**src/verilog/sttf_defines.svh**
```systemverilog
// Register offsets, field positions, reset values and prescale counts for the
// system timers block. Assumes a 16-bit special-function/external address space.
`ifndef STTF_DEFINES_SVH
`define STTF_DEFINES_SVH

// ----------------------------------------------------------------------------
// Register offsets
// ----------------------------------------------------------------------------
`define STTF_ADDR_T4_LOW 16'h00AC
`define STTF_ADDR_T4_HIGH 16'h00AD
`define STTF_ADDR_T3_LOW 16'h00AE
`define STTF_ADDR_T3_HIGH 16'h00AF
`define STTF_ADDR_T2_CTRL 16'h00C8
`define STTF_ADDR_T2_RLD_LOW 16'h00CA
`define STTF_ADDR_T2_RLD_HIGH 16'h00CB
`define STTF_ADDR_T2_LOW 16'h00CC
`define STTF_ADDR_T2_HIGH 16'h00CD
`define STTF_ADDR_T34_CTRL 16'h00CF
`define STTF_ADDR_T5_CTRL 16'hA068
`define STTF_ADDR_T5_LOW 16'hA069
`define STTF_ADDR_T5_MID 16'hA06A
`define STTF_ADDR_T5_TOP 16'hA06B

// ----------------------------------------------------------------------------
// Timer 2 control fields
// ----------------------------------------------------------------------------
`define STTF_T2_FLAG 7
`define STTF_T2_EXT_FLAG 6
`define STTF_T2_RX_SEL 5
`define STTF_T2_TX_SEL 4
`define STTF_T2_TRIG_EN 3
`define STTF_T2_RUN 2
`define STTF_T2_CNT_SEL 1
`define STTF_T2_CAP_SEL 0

// ----------------------------------------------------------------------------
// Timer 3/4 nibble fields (timer 4 in bits 7:4, timer 3 in bits 3:0)
// ----------------------------------------------------------------------------
`define STTF_T34_FLAG 3
`define STTF_T34_MODE 2
`define STTF_T34_RUN 1
`define STTF_T34_IEN 0

// ----------------------------------------------------------------------------
// Timer 5 control fields
// ----------------------------------------------------------------------------
`define STTF_T5_FLAG 7
`define STTF_T5_SEL_HI 6
`define STTF_T5_MODE 4
`define STTF_T5_RUN 3
`define STTF_T5_IEN 0
`define STTF_T5_CTRL_MASK 8'hF9

// ----------------------------------------------------------------------------
// Reset values and prescale counts
// ----------------------------------------------------------------------------
`define STTF_REG_RESET 8'h00
`define STTF_T2_DIV_TIMER 4'hC
`define STTF_T2_DIV_BAUD 4'h2

`endif

```
**src/verilog/sttf_pkg.sv**
```systemverilog
// Types shared by the system timers block.
// Assumes nothing beyond a SystemVerilog compiler.
package sttf_pkg;
	typedef enum logic [1:0] {
		T2_STOPPED,
		T2_AUTO_RELOAD,
		T2_CAPTURE,
		T2_BAUD_GEN
	} sttf_t2_mode_type;
endpackage

```
**src/verilog/sttf_top.sv**
```systemverilog
// System timers 2 to 5 behind the CPU special-function-register path.
// Assumes a single system clock; oscillator and pin inputs are asynchronous.
//
// Summary of operation
// Timer-2 flag not set in baud mode
// Serial directions take timer 2 or timer 1
// Capture select picks capture or reload trigger
// Baud mode always reloads on overflow
// Mode decoded from selects; run clear stops
// Auto-reload overflow sets flag, reloads count
// Capture overflow sets flag; trigger copies count
// Baud mode overflow drives serial bit clock
// Count pin and trigger pin are shared
// Timer mode prescales by twelve or two
// Counter mode counts sampled pin falling edges
// Timers 3 and 4 count system clocks
// Hardware sets overflow flags; software clears
// Mode bit picks reload or free-run
// Timers count only while run set
// Interrupt request gated by enable bit; the timer 2 request has no enable and is not gated
// Count writes hit reload or counter
// Count reads return live counter value
// Software reads high byte then low
// Timer 5 is a 24-bit counter
// Clock select picks fast or slow oscillator
// Timer 5 counts on oscillator, ignoring sleep
// Reload after all-ones, else wrap to zero
// Timer 5 clock crossed safely into system clock
`timescale 1ns/1ps
`default_nettype none
`include "sttf_defines.svh"

module sttf_top
	import sttf_pkg::*;
(
	input wire logic i_clk,
	input wire logic i_rst_b,
	input wire logic [15:0] i_sfr_addr,
	input wire logic i_sfr_wr,
	input wire logic [7:0] i_sfr_wdata,
	input wire logic i_sfr_rd,
	output logic [7:0] o_sfr_rdata,
	input wire logic i_t2_count_pin,
	input wire logic i_t1_overflow,
	input wire logic i_internal_fast_osc,
	input wire logic i_slow_osc_32k,
	output logic o_rx_baud_tick,
	output logic o_tx_baud_tick,
	output logic o_t2_irq,
	output logic o_t3_irq,
	output logic o_t4_irq,
	output logic o_t5_irq
);

	// ------------------------------------------------------------------------
	// Reset release
	// ------------------------------------------------------------------------
	logic rst_meta;
	logic rst_b;
	// Deassertion synchronised so all timers leave reset on the same edge
	always_ff @(posedge i_clk or negedge i_rst_b) begin
		if (!i_rst_b) begin
			rst_meta <= 1'b0;
			rst_b <= 1'b0;
		end else begin
			rst_meta <= 1'b1;
			rst_b <= rst_meta;
		end
	end

	// ------------------------------------------------------------------------
	// Byte replacement helper
	// ------------------------------------------------------------------------
	function automatic logic [23:0] put_byte(input logic [23:0] value, input logic [1:0] idx,
		input logic [7:0] data);
		logic [23:0] result;
		result = value;
		case (idx)
			2'h0: result[7:0] = data;
			2'h1: result[15:8] = data;
			default: result[23:16] = data;
		endcase
		return result;
	endfunction

	// ------------------------------------------------------------------------
	// Input synchronisers
	// ------------------------------------------------------------------------
	logic pin_meta, pin_sync, pin_prev;
	logic fast_meta, fast_sync, slow_meta, slow_sync;
	logic t5_src, t5_src_prev;
	// Two flops per asynchronous input, then one more for edge detection
	always_ff @(posedge i_clk or negedge rst_b) begin
		if (!rst_b) begin
			pin_meta <= 1'b1;
			pin_sync <= 1'b1;
			pin_prev <= 1'b1;
			fast_meta <= 1'b0;
			fast_sync <= 1'b0;
			slow_meta <= 1'b0;
			slow_sync <= 1'b0;
			t5_src_prev <= 1'b0;
		end else begin
			pin_meta <= i_t2_count_pin;
			pin_sync <= pin_meta;
			pin_prev <= pin_sync;
			fast_meta <= i_internal_fast_osc;
			fast_sync <= fast_meta;
			slow_meta <= i_slow_osc_32k;
			slow_sync <= slow_meta;
			t5_src_prev <= t5_src;
		end
	end

	// ------------------------------------------------------------------------
	// Register strobes
	// ------------------------------------------------------------------------
	wire wr_t2_ctrl = i_sfr_wr && (i_sfr_addr == `STTF_ADDR_T2_CTRL);
	wire wr_t2_rld_lo = i_sfr_wr && (i_sfr_addr == `STTF_ADDR_T2_RLD_LOW);
	wire wr_t2_rld_hi = i_sfr_wr && (i_sfr_addr == `STTF_ADDR_T2_RLD_HIGH);
	wire wr_t2_lo = i_sfr_wr && (i_sfr_addr == `STTF_ADDR_T2_LOW);
	wire wr_t2_hi = i_sfr_wr && (i_sfr_addr == `STTF_ADDR_T2_HIGH);
	wire wr_t34_ctrl = i_sfr_wr && (i_sfr_addr == `STTF_ADDR_T34_CTRL);
	wire wr_t5_ctrl = i_sfr_wr && (i_sfr_addr == `STTF_ADDR_T5_CTRL);
	wire wr_t5_lo = i_sfr_wr && (i_sfr_addr == `STTF_ADDR_T5_LOW);
	wire wr_t5_mid = i_sfr_wr && (i_sfr_addr == `STTF_ADDR_T5_MID);
	wire wr_t5_top = i_sfr_wr && (i_sfr_addr == `STTF_ADDR_T5_TOP);

	// ------------------------------------------------------------------------
	// Timer 2
	// ------------------------------------------------------------------------
	logic [7:0] t2_control;
	logic [15:0] t2_count;
	logic [15:0] t2_reload;
	logic [3:0] t2_prescale;
	sttf_t2_mode_type t2_mode;

	wire t2_baud_sel = t2_control[`STTF_T2_RX_SEL] | t2_control[`STTF_T2_TX_SEL];
	// Run clear overrides every other select
	assign t2_mode = !t2_control[`STTF_T2_RUN] ? T2_STOPPED :
		t2_baud_sel ? T2_BAUD_GEN :
		t2_control[`STTF_T2_CAP_SEL] ? T2_CAPTURE : T2_AUTO_RELOAD;
	// Prescale terminal: twelve clocks normally, two when generating baud
	wire [3:0] t2_div = (t2_mode == T2_BAUD_GEN) ? `STTF_T2_DIV_BAUD : `STTF_T2_DIV_TIMER;
	wire t2_pre_hit = (t2_prescale == (t2_div - 4'h1));
	wire pin_fall = pin_prev & ~pin_sync;
	wire t2_running = (t2_mode != T2_STOPPED);
	wire t2_tick = t2_running && (t2_control[`STTF_T2_CNT_SEL] ? pin_fall : t2_pre_hit);
	wire t2_ovf = t2_tick && (t2_count == 16'hFFFF);
	wire t2_trigger = t2_running && pin_fall && t2_control[`STTF_T2_TRIG_EN];
	wire t2_reloading = (t2_mode != T2_CAPTURE);
	wire t2_capture = t2_trigger && (t2_mode == T2_CAPTURE);
	wire t2_trig_reload = t2_trigger && (t2_mode == T2_AUTO_RELOAD);
	wire t2_flag_set = t2_ovf && !t2_baud_sel;
	// Prescaler restarts whenever the timer is stopped
	always_ff @(posedge i_clk or negedge rst_b) begin
		if (!rst_b) begin
			t2_prescale <= 4'h0;
		end else if (!t2_running || t2_pre_hit) begin
			t2_prescale <= 4'h0;
		end else begin
			t2_prescale <= t2_prescale + 4'h1;
		end
	end
	// Software write beats hardware update in the same cycle
	always_ff @(posedge i_clk or negedge rst_b) begin
		if (!rst_b) begin
			t2_count <= {2{`STTF_REG_RESET}};
		end else if (wr_t2_lo) begin
			t2_count[7:0] <= i_sfr_wdata;
		end else if (wr_t2_hi) begin
			t2_count[15:8] <= i_sfr_wdata;
		end else if ((t2_ovf && t2_reloading) || t2_trig_reload) begin
			t2_count <= t2_reload;
		end else if (t2_tick) begin
			t2_count <= t2_count + 16'h0001;
		end
	end
	// Capture copies the live count into the reload pair
	always_ff @(posedge i_clk or negedge rst_b) begin
		if (!rst_b) begin
			t2_reload <= {2{`STTF_REG_RESET}};
		end else if (t2_capture) begin
			t2_reload <= t2_count;
		end else if (wr_t2_rld_lo) begin
			t2_reload[7:0] <= i_sfr_wdata;
		end else if (wr_t2_rld_hi) begin
			t2_reload[15:8] <= i_sfr_wdata;
		end
	end
	// Flags: hardware set wins over a software clear in the same cycle
	always_ff @(posedge i_clk or negedge rst_b) begin
		if (!rst_b) begin
			t2_control <= `STTF_REG_RESET;
		end else begin
			if (wr_t2_ctrl) begin
				t2_control <= i_sfr_wdata;
			end
			if (t2_flag_set) begin
				t2_control[`STTF_T2_FLAG] <= 1'b1;
			end
			if (t2_trigger) begin
				t2_control[`STTF_T2_EXT_FLAG] <= 1'b1;
			end
		end
	end

	// ------------------------------------------------------------------------
	// Timers 3 and 4 (index 0 is timer 3, index 1 is timer 4)
	// ------------------------------------------------------------------------
	logic [3:0] ctl34 [0:1];
	logic [15:0] cnt34 [0:1];
	logic [15:0] rld34 [0:1];
	logic [1:0] irq34;

	genvar gi;
	generate
		for (gi = 0; gi < 2; gi = gi + 1) begin : g_t34
			wire [15:0] addr_lo = (gi == 0) ? `STTF_ADDR_T3_LOW : `STTF_ADDR_T4_LOW;
			wire [15:0] addr_hi = (gi == 0) ? `STTF_ADDR_T3_HIGH : `STTF_ADDR_T4_HIGH;
			wire wr_lo = i_sfr_wr && (i_sfr_addr == addr_lo);
			wire wr_hi = i_sfr_wr && (i_sfr_addr == addr_hi);
			wire wr_any = wr_lo | wr_hi;
			wire [1:0] byte_idx = wr_hi ? 2'h1 : 2'h0;
			wire reload_mode = ctl34[gi][`STTF_T34_MODE];
			wire tick = ctl34[gi][`STTF_T34_RUN];
			wire ovf = tick && (cnt34[gi] == 16'hFFFF);
			wire [23:0] cnt_wr = put_byte({8'h00, cnt34[gi]}, byte_idx, i_sfr_wdata);
			wire [23:0] rld_wr = put_byte({8'h00, rld34[gi]}, byte_idx, i_sfr_wdata);
			wire [7:0] wr_ctl = i_sfr_wdata >> (4 * gi);
			// Counter: write in free-run, reload or wrap on overflow, else count
			always_ff @(posedge i_clk or negedge rst_b) begin
				if (!rst_b) begin
					cnt34[gi] <= {2{`STTF_REG_RESET}};
				end else if (wr_any && !reload_mode) begin
					cnt34[gi] <= cnt_wr[15:0];
				end else if (ovf) begin
					cnt34[gi] <= reload_mode ? rld34[gi] : 16'h0000;
				end else if (tick) begin
					cnt34[gi] <= cnt34[gi] + 16'h0001;
				end
			end
			// Reload value only takes writes in reload mode
			always_ff @(posedge i_clk or negedge rst_b) begin
				if (!rst_b) begin
					rld34[gi] <= {2{`STTF_REG_RESET}};
				end else if (wr_any && reload_mode) begin
					rld34[gi] <= rld_wr[15:0];
				end
			end
			// Control nibble with sticky overflow flag
			always_ff @(posedge i_clk or negedge rst_b) begin
				if (!rst_b) begin
					ctl34[gi] <= 4'h0;
				end else begin
					if (wr_t34_ctrl) begin
						ctl34[gi] <= wr_ctl[3:0];
					end
					if (ovf) begin
						ctl34[gi][`STTF_T34_FLAG] <= 1'b1;
					end
				end
			end

			assign irq34[gi] = ctl34[gi][`STTF_T34_FLAG] & ctl34[gi][`STTF_T34_IEN];
		end
	endgenerate

	// ------------------------------------------------------------------------
	// Timer 5
	// ------------------------------------------------------------------------
	logic [7:0] t5_control;
	logic [23:0] t5_count;
	logic [23:0] t5_reload;
	// Oscillators are sampled, so each must run below half the system clock
	assign t5_src = t5_control[`STTF_T5_SEL_HI] ? slow_sync : fast_sync;
	wire t5_edge = t5_src & ~t5_src_prev;
	wire t5_tick = t5_control[`STTF_T5_RUN] && t5_edge;
	wire t5_ovf = t5_tick && (t5_count == 24'hFFFFFF);
	wire t5_reload_mode = t5_control[`STTF_T5_MODE];
	wire t5_wr_any = wr_t5_lo | wr_t5_mid | wr_t5_top;
	wire [1:0] t5_idx = wr_t5_top ? 2'h2 : (wr_t5_mid ? 2'h1 : 2'h0);
	// 24-bit counter; no sleep input gates it
	always_ff @(posedge i_clk or negedge rst_b) begin
		if (!rst_b) begin
			t5_count <= {3{`STTF_REG_RESET}};
		end else if (t5_wr_any && !t5_reload_mode) begin
			t5_count <= put_byte(t5_count, t5_idx, i_sfr_wdata);
		end else if (t5_ovf) begin
			t5_count <= t5_reload_mode ? t5_reload : 24'h000000;
		end else if (t5_tick) begin
			t5_count <= t5_count + 24'h000001;
		end
	end
	// Reload value written only in reload mode
	always_ff @(posedge i_clk or negedge rst_b) begin
		if (!rst_b) begin
			t5_reload <= {3{`STTF_REG_RESET}};
		end else if (t5_wr_any && t5_reload_mode) begin
			t5_reload <= put_byte(t5_reload, t5_idx, i_sfr_wdata);
		end
	end
	// Control with sticky flag; bits 2:1 forced to zero, unused bit 5 kept as written
	always_ff @(posedge i_clk or negedge rst_b) begin
		if (!rst_b) begin
			t5_control <= `STTF_REG_RESET;
		end else begin
			if (wr_t5_ctrl) begin
				t5_control <= i_sfr_wdata & `STTF_T5_CTRL_MASK;
			end
			if (t5_ovf) begin
				t5_control[`STTF_T5_FLAG] <= 1'b1;
			end
		end
	end

	// ------------------------------------------------------------------------
	// Read path and outputs
	// ------------------------------------------------------------------------
	logic [7:0] next_rdata;
	// Live counter bytes, no snapshot; unmapped addresses read zero
	always_comb begin
		case (i_sfr_addr)
			`STTF_ADDR_T2_CTRL: next_rdata = t2_control;
			`STTF_ADDR_T2_RLD_LOW: next_rdata = t2_reload[7:0];
			`STTF_ADDR_T2_RLD_HIGH: next_rdata = t2_reload[15:8];
			`STTF_ADDR_T2_LOW: next_rdata = t2_count[7:0];
			`STTF_ADDR_T2_HIGH: next_rdata = t2_count[15:8];
			`STTF_ADDR_T34_CTRL: next_rdata = {ctl34[1], ctl34[0]};
			`STTF_ADDR_T3_LOW: next_rdata = cnt34[0][7:0];
			`STTF_ADDR_T3_HIGH: next_rdata = cnt34[0][15:8];
			`STTF_ADDR_T4_LOW: next_rdata = cnt34[1][7:0];
			`STTF_ADDR_T4_HIGH: next_rdata = cnt34[1][15:8];
			`STTF_ADDR_T5_CTRL: next_rdata = t5_control;
			`STTF_ADDR_T5_LOW: next_rdata = t5_count[7:0];
			`STTF_ADDR_T5_MID: next_rdata = t5_count[15:8];
			`STTF_ADDR_T5_TOP: next_rdata = t5_count[23:16];
			default: next_rdata = 8'h00;
		endcase
	end
	// All outputs registered; read data holds until the next read
	always_ff @(posedge i_clk or negedge rst_b) begin
		if (!rst_b) begin
			o_sfr_rdata <= 8'h00;
			o_rx_baud_tick <= 1'b0;
			o_tx_baud_tick <= 1'b0;
			o_t2_irq <= 1'b0;
			o_t3_irq <= 1'b0;
			o_t4_irq <= 1'b0;
			o_t5_irq <= 1'b0;
		end else begin
			if (i_sfr_rd) begin
				o_sfr_rdata <= next_rdata;
			end
			o_rx_baud_tick <= t2_control[`STTF_T2_RX_SEL] ? t2_ovf : i_t1_overflow;
			o_tx_baud_tick <= t2_control[`STTF_T2_TX_SEL] ? t2_ovf : i_t1_overflow;
			o_t2_irq <= t2_control[`STTF_T2_FLAG] | t2_control[`STTF_T2_EXT_FLAG];
			o_t3_irq <= irq34[0];
			o_t4_irq <= irq34[1];
			o_t5_irq <= t5_control[`STTF_T5_FLAG] & t5_control[`STTF_T5_IEN];
		end
	end

endmodule
`default_nettype wire
```
**config.mk**
```make
export PLATFORM = sky130hd
export DESIGN_NAME = sttf_top
export DESIGN_NICKNAME = d
export VERILOG_FILES = /design/src/verilog/sttf_pkg.sv /design/src/verilog/sttf_top.sv
export VERILOG_INCLUDE_DIRS = /design/src /design/src/verilog
export SDC_FILE = /design/constraint.sdc
export NUM_CORES = 1
export LEC_CHECK = 0
export ABC_CLOCK_PERIOD_IN_PS = 14800
export BUFFER_PORTS_ARGS = -buffer_cell sky130_fd_sc_hd__buf_4
export CAP_MARGIN = 30
export CORE_MARGIN = 8
export CORE_UTILIZATION = 25
export DETAILED_ROUTE_END_ITERATION = 7
export HOLD_SLACK_MARGIN = 0.12
export SYNTH_ARGS = -nofsm -noshare
export SYNTH_HDL_FRONTEND = slang
export SYNTH_SLANG_ARGS = --single-unit
export TNS_END_PERCENT = 1
```
**constraint.sdc**
```tcl
create_clock -name i_clk -period 14.8 [get_ports i_clk]
set_input_delay 2.96 -clock i_clk [delete_from_list [all_inputs] [get_ports i_clk]]
set_output_delay 2.96 -clock i_clk [all_outputs]
set_load 0.01 [all_outputs]
```
==> flow_summary.json, run 1 <==
{
  "synth_area_per_cell_sq_um": 9.48,
  "fillerInstances": 4870,
  "drtPass1Iterations": 6,
  "viasPerCell": 5.64,
  "drcViolationCount": 0,
  "grt_pass1_wl_um": 62200,
  "drv_slew": 0,
  "synth_edf_count": 0,
  "gr-total-overflow": 0,
  "htreeDepth": 4,
  "grt_pass1_vias": 10067,
  "clock-sinks": 194,
  "wl_per_cell_um": 22.0,
  "synth_common_cells": "191 x dfrtp_1, 105 x nand2_1, 89 x nor2_1",
  "clockBufferDepth": 2,
  "period_share": 0.386,
  "relSlewSlack": 0.285,
  "track_usage": 0.148,
  "yosysTopAreaCell": "dfrtp_1",
  "irDropWorstVdd_mv": 0.0626,
  "areaGrowthSynthToFinish_pct": 12.5,
  "synth_cell_types": 94,
  "setup_viol": 0,
  "end_kind": "register",
  "drtAntennaViolNets": 0,
  "cts_resized": 0,
  "cts-root-buf": "clkbuf_16",
  "skew_ps": 11.6,
  "post_cts_buffers": 0,
  "cp-start-kind": "primary input",
  "netlist_instances": 1219,
  "die_area_sq_mm": 0.0534,
  "initial_core_util": 0.254,
  "yosysTopAreaCellShare": 0.414,
  "port_buffers": 45,
  "yosysMostFrequentCell": "dfrtp_1",
  "p_total_w": 0.00106,
  "coreArea_sq_mm": 0.0455,
  "cp.arrival_ps": 6060,
  "cts_tree": "done",
  "synth_area_leaders": "dfrtp_1 41%, mux2_2 7.3%, nand2_1 3.4%",
  "row_count": 78,
  "drt_iter0_markers": 1149,
  "cp_slowest_cell": "o21ai_1",
  "finalHoldViolCount": 0,
  "maxCapViolations": 0,
  "fmax_mhz": 175,
  "status": "complete, no violations",
  "crit_family": "simple AND/OR/NAND/NOR gates",
  "seq_area_frac_synth": 0.420,
  "fin_setup_tns_ps": 0,
  "drive_above_1_share": 0.169,
  "fin_cells": 1831,
  "ctsHoldBuffers": 0,
  "die_h_um": 231,
  "yosys_warnings": 0,
  "syn_area_sq_mm": 0.0116,
  "leakage_nw": 5.36,
  "antenna_found_initial": 0,
  "crit_chain": "buf_4, nor4_2, nand4_1, nand2b_1, o21ai_1, a21bo_2, a22o_1",
  "clk_pin_slew_ps": 80,
  "layout_min_cycle_time_ps": 5710,
  "place_congestion": 0.961,
  "pwr_density_cell_mw_per_mm2": 81.8,
  "cts_buffers": 17,
  "dp_cells": 1796,
  "rsz0062_at_grt": "false",
  "vias": 10323,
  "dp_hpwl_um": 28400,
  "clk-insertion-delay-late_ps": 460,
  "worst_slew_pin_slew_ps": 1060,
  "worstHoldPathType": "register to register",
  "final_nets": 1254,
  "syn-num-nets": 1256,
  "synthArstFlopShare": 1.00,
  "synthFlopType": "dfrtp_1",
  "drt-total-wl_um": 40300,
  "chipWidth_um": 231,
  "cp_max_fo": 16,
  "max_stage_delay_ps": 840,
  "worstSetupPathType": "primary input to register",
  "critPathBufInv": 1,
  "ys_ff_latch": 194,
  "ios": 46,
  "critPathRequiredTime_ps": 15150,
  "grt_max_degree": 75
}
## path summary, 6_finish.rpt
kind,start,endpoint,slack (ps),cells after the start
setup / recovery,i_sfr_addr[9],cnt34[13]$_DFFE_PN0P_,9090,7
hold / removal,rst_meta$_DFF_PN0_,rst_b$_DFF_PN0_,360,0
min in group asynchronous,rst_b$_DFF_PN0_,ctl34[2]$_DFFE_PN0P_,400,0
setup reg to reg,cnt34[0]$_DFFE_PN0P_,cnt34[13]$_DFFE_PN0P_,11680,7
hold reg to reg,rst_meta$_DFF_PN0_,rst_b$_DFF_PN0_,360,0
max in group asynchronous,i_rst_b,rst_b$_DFF_PN0_,12430,1
## worst reg2reg max path: cells and delay by family (launching register included)
| family | cells | cell delay (ps) |
|---|---|---|
| simple gates | 4 | 1790 |
| flops | 1 | 520 |
| fa+ha+maj | 1 | 270 |
| compound gates | 2 | 450 |
## area by class of cell
type                       count  area (sq um)  area share
multi-input combinational    927          6290       0.484
sequential                   194          4860       0.374
tap                          600           751      0.0577
timing repair buffer          55           440      0.0339
clock buffer                  18           429      0.0330
clock inverter                14           145      0.0112
inverter                      22          82.6     0.00635
antenna                        1          2.50    0.000192
## cell usage in the layout (no fill, tap or decap), types with 15 or more instances in the layout
cell	n
dfrtp_1	190
nand2_1	105
nor2_1	89
mux2_2	75
a21oi_1	68
nand3_1	66
buf_4	53
o21ai_0	47
a22oi_1	39
nor3_1	32
mux2i_1	28
a31oi_1	27
nand4_1	24
xnor2_1	23
and3_1	22
inv_1	21
clkbuf_16	17
xor2_1	15
## stage by stage
step | setup slack (ps) | utilization | hold slack (ps) | instance area (sq um)
finish | 9090 | 0.286 | 357 | 13000
CTS | 9230 | 0.285 | 361 | 13000
global placement | 8870 | 0.272 | 338 | 12400
detailed placement | 8740 | 0.272 | 342 | 12400
floorplan | 9000 | - | 331 | 11600
global route | 8920 | 0.286 | 369 | 13000
## state kept, by name, summed over array words and instances (netlist names), 6 cells and up
register / count
t5_count: 24
ctl34: 8
rld34: 32
t2_reload: 16
o_sfr_rdata: 8
t2_count: 16
t2_control: 8
cnt34: 32
t5_control: 6
t5_reload: 24
## power by group
group,internal [W],total (W),switching (W)
clock network,0.000239,0.000471,0.000233
logic,0.0000151,0.0000553,0.0000402
registers,0.000532,0.000537,0.00000476
## layer usage
layer / track usage / wire (um)
met1: 0.200 / 17600
met4: 0.0525 / 1230
met3: 0.0321 / 3280
met5: 0 / 0
met2: 0.232 / 18200
## cells by family after synthesis
group	Yosys count	share of synthesized area
other cells	1	0.000325
flops	194	0.420
fa+ha+maj	5	0.00541
buf+inv	98	0.0354
xor+xnor	38	0.0288
compound gates	336	0.199
simple gates	438	0.201
mux	109	0.109
Power figures use the tool's default switching activity.
==> run 2: changes to the inputs <==
--- a/config.mk
+++ b/config.mk
@@ -6,7 +6,7 @@
 export SDC_FILE = /design/constraint.sdc
 export NUM_CORES = 1
 export LEC_CHECK = 0
-export ABC_CLOCK_PERIOD_IN_PS = 14800
+export ABC_CLOCK_PERIOD_IN_PS = 5600
 export BUFFER_PORTS_ARGS = -buffer_cell sky130_fd_sc_hd__buf_4
 export CAP_MARGIN = 30
 export CORE_MARGIN = 8
==> constraint.sdc (replaced) <==
create_clock -name i_clk -period 5.6 [get_ports i_clk]
set_input_delay 1.12 -clock i_clk [delete_from_list [all_inputs] [get_ports i_clk]]
set_output_delay 1.12 -clock i_clk [all_outputs]
set_load 0.01 [all_outputs]
==> run 2 against run 1 <==
Effect of this change: final area grew 0.21%; global-route usage grew 0.15 points; non-clock buffer count grew 1; die area is the same; clock power grew to 2.8 times the previous value; critical path depth shrank 1; combinational power grew to 2.7 times the previous value; critical endpoint is now t5_count[4]$_DFFE_PN0P_.
==> flow_summary.json, run 2 (synthesis results as in run 1) <==
{
  "dp_cells": 1798,
  "layout_commonest_cell": "dfrtp_1",
  "drt_iter0_markers": 1115,
  "regArea_sq_mm": 0.00486,
  "multi_input_area_sq_mm": 0.00629,
  "clockBufferDepth": 2,
  "fmax_mhz": 269,
  "cts_resized": 0,
  "htreeDepth": 4,
  "place_congestion": 0.909,
  "ctsHoldBuffers": 0,
  "cts-root-buf": "clkbuf_16",
  "drcViolationCount": 0,
  "drt-total-wl_um": 40400,
  "antenna_found_initial": 1,
  "critPathRequiredTime_ps": 5900,
  "pwr_density_cell_mw_per_mm2": 220,
  "leakage_nw": 5.38,
  "cts_buffers": 17,
  "grt_max_degree": 163,
  "r2r_cells": 7,
  "die_h_um": 231,
  "post_cts_buffers": 0,
  "row_count": 78,
  "initial_core_util": 0.254,
  "reg.largest.list": "cnt34 (32), rld34 (32)",
  "cp_max_fo": 15,
  "status": "complete, no violations",
  "final_nets": 1255,
  "worstHoldPathType": "register to async pin",
  "clock-sinks": 194,
  "coreArea_sq_mm": 0.0455,
  "grt_pass1_wl_um": 62500,
  "pwr-share-seq": 0.494,
  "dp_hpwl_um": 28400,
  "skew_ps": 13.1,
  "cp.arrival_ps": 4020,
  "switchingPower_w": 0.000688,
  "layout_min_cycle_time_ps": 3710,
  "antenna_cells": 0,
  "viasPerCell": 5.63,
  "track_usage": 0.150,
  "maxCapViolations": 0,
  "areaGrowthSynthToFinish_pct": 12.7,
  "final_cell_mix": "190 x dfrtp_1, 105 x nand2_1, 89 x nor2_1",
  "intPower_w": 0.00218,
  "finalHoldViolCount": 0,
  "period_share": 0.663,
  "ios": 46,
  "fillerInstances": 4871,
  "hold_ws_ps": 274,
  "wl_per_cell_um": 22.1,
  "port_buffers": 45,
  "fin_setup_tns_ps": 0,
  "clk-insertion-delay-late_ps": 450,
  "worstSetupPathType": "primary input to register",
  "drv_slew": 0,
  "drive_above_1_share": 0.168,
  "chipWidth_um": 231,
  "relSlewSlack": 0.292,
  "dp_slack_ps": 1520,
  "cp-start-kind": "primary input",
  "die_area_sq_mm": 0.0534,
  "end_kind": "register",
  "grt_pass1_vias": 9969,
  "drtPass1Iterations": 6,
  "worst_slew_pin_slew_ps": 1050,
  "clk_pin_slew_ps": 70,
  "fin_cells": 1829,
  "vias": 10302,
  "setup_viol": 0,
  "switching_share": 0.240,
  "rsz0062_at_grt": "false",
  "gr-total-overflow": 0,
  "p_clk_frac": 0.454,
  "cts_tree": "done",
  "drtAntennaViolNets": 0,
  "comb_power_share": 0.052,
  "setup_slack_ps": 1890,
  "irDropWorstVdd_mv": 0.137
}
==> run 2: changes by cell type in the layout (fill, tap and decap cells not counted), moves of 2 or more <==
cell / delta
clkinv_2: -2
clkbuf_8: +2
bufinv_16: +2
clkinvlp_4: -2
inv_8: -3
==> run 2: per-layer routing <==
layer / GRT usage / vias up / wire length [um]
li1: - / 4587 / -
met2: 0.226 / 479 / 18100
met4: 0.0570 / 0 / 1290
met1: 0.212 / 5154 / 17900
met5: 0 / - / 0
met3: 0.0251 / 82 / 3090
==> run 2: worst paths after layout <==
kind | start | to | slack, ps
max | i_sfr_addr[9] | t5_count[4]$_DFFE_PN0P_ | 1890
min | rst_b$_DFF_PN0_ | o_t4_irq$_DFF_PN0_ | 270
max reg2reg | t2_count[1]$_DFFE_PN0P_ | t2_count[11]$_DFFE_PN0P_ | 2400
min reg2reg | rst_b$_DFF_PN0_ | o_t4_irq$_DFF_PN0_ | 270
max in group asynchronous | rst_b$_DFF_PN0_ | t2_reload[13]$_DFFE_PN0P_ | 4100
min in group i_clk | pin_meta$_DFF_PN1_ | pin_sync$_DFF_PN1_ | 360
==> run 2: final cells by class <==
cell class                      count  area share
Clock buffer                       21      0.0353
Clock inverter                      9      0.0112
Sequential cell                   194       0.373
Timing Repair Buffer               56      0.0336
Tap cell                          600      0.0576
Inverter                           22     0.00634
Multi-Input combinational cell    927       0.483
==> run 2: power groups by stage <==
stage / Sequential [W] / Combinational, W / Clock [W]
after floorplan: 0.00146 / 0.0000617 / 0
after global placement: 0.00144 / 0.000147 / 0
after detailed placement: 0.00144 / 0.000149 / 0
after CTS: 0.00142 / 0.000149 / 0.00133
after global routing: 0.00142 / 0.000159 / 0.00139
final: 0.00142 / 0.000149 / 0.00130
==> run 2: critical path, stage by stage <==
cell and delay, ps:
buf_4 120, or4_4 590, nor4_2 880, nand3_1 750, a21boi_0 420, a31oi_1 120
==> run 2: stage by stage <==
| step | area [sq um] | total power [W] | utilization |
|---|---|---|---|
| 2_1_floorplan | 11600 | 0.00152 | - |
| 3_3_place_gp | 12400 | 0.00159 | 0.273 |
| 3_5_place_dp | 12400 | 0.00159 | 0.273 |
| 4_1_cts | 13000 | 0.00290 | 0.286 |
| 5_1_grt | 13000 | 0.00297 | 0.286 |
| 6_report | 13000 | 0.00287 | 0.286 |
==> run 3: changes to the inputs <==
--- a/config.mk
+++ b/config.mk
@@ -6,7 +6,8 @@
 export SDC_FILE = /design/constraint.sdc
 export NUM_CORES = 1
 export LEC_CHECK = 0
-export ABC_CLOCK_PERIOD_IN_PS = 5600
+export ABC_AREA = 1
+export ABC_CLOCK_PERIOD_IN_PS = 3000
 export BUFFER_PORTS_ARGS = -buffer_cell sky130_fd_sc_hd__buf_4
 export CAP_MARGIN = 30
 export CORE_MARGIN = 8
==> constraint.sdc (replaced) <==
create_clock -name i_clk -period 3 [get_ports i_clk]
set_input_delay 0.6 -clock i_clk [delete_from_list [all_inputs] [get_ports i_clk]]
set_output_delay 0.6 -clock i_clk [all_outputs]
set_load 0.01 [all_outputs]
==> run 3 against run 2 <==
Effect of this change: utilization grew 0.37 points; non-clock buffer count grew 26; final cell count grew 31%; sequential power rose by 87%; final area grew 5.7%; via count increased by 16%; first-iteration DRC count up 17%; total power grew 89%; largest cell class unchanged.
==> flow_summary.json, run 3 <==
{
  "status": "complete, no violations",
  "yosys_warnings": 0,
  "grt_max_degree": 49,
  "pwr_density_cell_mw_per_mm2": 394,
  "crit-reg2reg-capture": "t5_count[5]$_DFFE_PN0P_",
  "port_buffers": 45,
  "synth_area_per_cell_sq_um": 6.93,
  "wl_per_cell_um": 17.7,
  "drtPass1Iterations": 6,
  "worst_slew_pin_slew_ps": 781,
  "syn-num-nets": 1762,
  "rrSetupSlack_ps": 400,
  "drtAntennaViolNets": 0,
  "chipWidth_um": 235,
  "relSlewSlack": 0.479,
  "htreeDepth": 4,
  "yosysTopAreaCellShare": 0.400,
  "track_usage": 0.153,
  "skew_ps": 13.7,
  "clk-insertion-delay-late_ps": 460,
  "drive_above_1_share": 0.0935,
  "leakage_nw": 6.55,
  "reg.largest.list": "cnt34 (32), rld34 (32)",
  "fillerInstances": 5239,
  "post_cts_buffers": 0,
  "syn_area_sq_mm": 0.0120,
  "grt_pass1_wl_um": 67000,
  "worstHoldPathType": "primary input to register",
  "finalHoldViolCount": 0,
  "initial_core_util": 0.252,
  "synthFlopType": "dfrtp_1",
  "end_kind": "register",
  "pwr-share-seq": 0.487,
  "critPathRequiredTime_ps": 3350,
  "r2r_cells": 13,
  "synthArstFlopShare": 1.00,
  "maxCapViolations": 0,
  "clk_pin_slew_ps": 80,
  "worstSetupPathType": "register to register",
  "viasPerCell": 4.97,
  "cp_max_fo": 20,
  "coreArea_sq_mm": 0.0474,
  "switchingPower_w": 0.00129,
  "gr-total-overflow": 0,
  "seq_area_frac_synth": 0.406,
  "cp-start-kind": "register",
  "drcViolationCount": 0,
  "vias": 11946,
  "cp-endpoint": "t5_count[5]$_DFFE_PN0P_",
  "final_nets": 1811,
  "ys_ff_latch": 194,
  "rsz0062_at_grt": "false",
  "dp_hpwl_um": 31400,
  "clockBufferDepth": 2,
  "clock-sinks": 194,
  "synth_common_cells": "618 x nand2_1, 191 x dfrtp_1, 165 x o21ai_0",
  "r2r-start": "t5_count[1]$_DFFE_PN0P_",
  "layout_min_cycle_time_ps": 2600,
  "yosysMostFrequentCell": "nand2_1",
  "ios": 46,
  "dp_cells": 2369,
  "p_clk_frac": 0.470,
  "place_congestion": 0.979,
  "synth_cell_types": 41,
  "cts_tree": "done",
  "areaGrowthSynthToFinish_pct": 15.1,
  "setup_viol": 0,
  "fin_setup_tns_ps": 0,
  "antenna_found_initial": 0,
  "die_h_um": 235,
  "antenna_cells": 0,
  "switching_share": 0.238,
  "intPower_w": 0.00414,
  "cp.arrival_ps": 2950,
  "row_count": 80,
  "irDropWorstVdd_mv": 0.424,
  "cts_buffers": 17,
  "synth_edf_count": 0,
  "synth_area_leaders": "dfrtp_1 40%, nand2_1 19%, o21ai_0 6.9%",
  "yosysTopAreaCell": "dfrtp_1",
  "cp-startpoint": "t5_count[1]$_DFFE_PN0P_",
  "fin_cells": 2402,
  "drt-total-wl_um": 42600,
  "die_area_sq_mm": 0.0551,
  "drv_slew": 0,
  "cts-root-buf": "clkbuf_16",
  "layout_commonest_cell": "nand2_1",
  "final_cell_mix": "618 x nand2_1, 190 x dfrtp_1, 165 x o21ai_0",
  "period_share": 0.868,
  "drt_iter0_markers": 1304,
  "grt_pass1_vias": 11447,
  "comb_power_share": 0.043,
  "netlist_instances": 1725,
  "fmax_mhz": 384
}
==> run 3: cell types whose count changed after synthesis, moves of 25 or more <==
cell,change
nand2_1,+513
inv_1,+134
o21ai_0,+118
nand3_1,+83
mux2_2,-75
a21oi_1,-49
nor2_1,+40
a22oi_1,-39
mux2i_1,-28
clkbuf_1,-25
==> run 3: power groups by stage <==
stage | clock network [W] | logic, W | registers, W
6_report | 0.00255 | 0.000232 | 0.00265
2_1_floorplan | 0 | 0.0000676 | 0.00272
5_1_grt | 0.00269 | 0.000252 | 0.00265
3_5_place_dp | 0 | 0.000231 | 0.00270
4_1_cts | 0.00260 | 0.000233 | 0.00265
3_3_place_gp | 0 | 0.000229 | 0.00270
==> run 3: logic make-up after synthesis <==
logic type,after synthesis,synth area share
and+or+nand+nor,1005,0.360
AOI/OAI and AO/OA,262,0.123
buffers and inverters,213,0.0722
DFF,194,0.406
xor gates and xnor gates,45,0.0330
adders and majority gates,5,0.00523
other,1,0.000314
==> run 3: repair_timing <==
action | in CTS | in global routing
hold buffers | 1 | 0
gates resized for setup | 0 | 0
hold endpoints to repair | 2 | 0
==> run 3: final cells by class <==
cell class	instances	area (sq um)	share of cell area
clock buffer	21	460	0.0334
clock inverter	11	175	0.0127
inverter	161	609	0.0443
multi-input combinational	1318	6240	0.453
sequential	194	4860	0.353
tap	615	769	0.0559
timing repair buffer	82	656	0.0476
==> run 3: per-stage QoR <==
stage               total power, W  hold slack, ps  setup WS [ps]  utilization  cell area [sq um]
finish                     0.00543             248            396        0.290              13800
global route               0.00559             232           48.4        0.290              13800
CTS                        0.00547             232            425        0.290              13800
detailed placement         0.00293             335            300        0.277              13100
global placement           0.00293             335            327        0.277              13100
floorplan                  0.00279             304            895            -              12000
==> run 3: how the worst min path moves through the flow <==
stage                                    from                   to  slack (ps)  cells past startpoint
after floorplan                       i_rst_b   rst_meta$_DFF_PN0_         300                      0
after CTS                 i_internal_fast_osc  fast_meta$_DFF_PN0_         230                      1
after detailed placement   rst_meta$_DFF_PN0_      rst_b$_DFF_PN0_         330                      0
after global routing           i_slow_osc_32k  slow_meta$_DFF_PN0_         230                      1
after global placement    slow_meta$_DFF_PN0_  slow_sync$_DFF_PN0_         340                      0
final                          i_slow_osc_32k  slow_meta$_DFF_PN0_         250                      1
==> run 3: worst max-delay path, cell delays in order, from the launching register on <==
cell and delay, ps:
dfrtp_1 380, ha_1 310, nand3_1 190, inv_1 120, nand2_1 100, nor2_2 280
nand3_2 340, buf_4 340, o21ai_0 100, o21ai_0 110, nand2_1 70, nand2_1 50
nand2_1 60, nand2_1 50
==> run 3: layer usage <==
metal,track usage,routed length [um],vias up
li1,-,-,5707
met1,0.213,19500,5679
met2,0.238,18800,490
met3,0.0261,3180,70
met4,0.0510,1130,0
met5,0,0,-
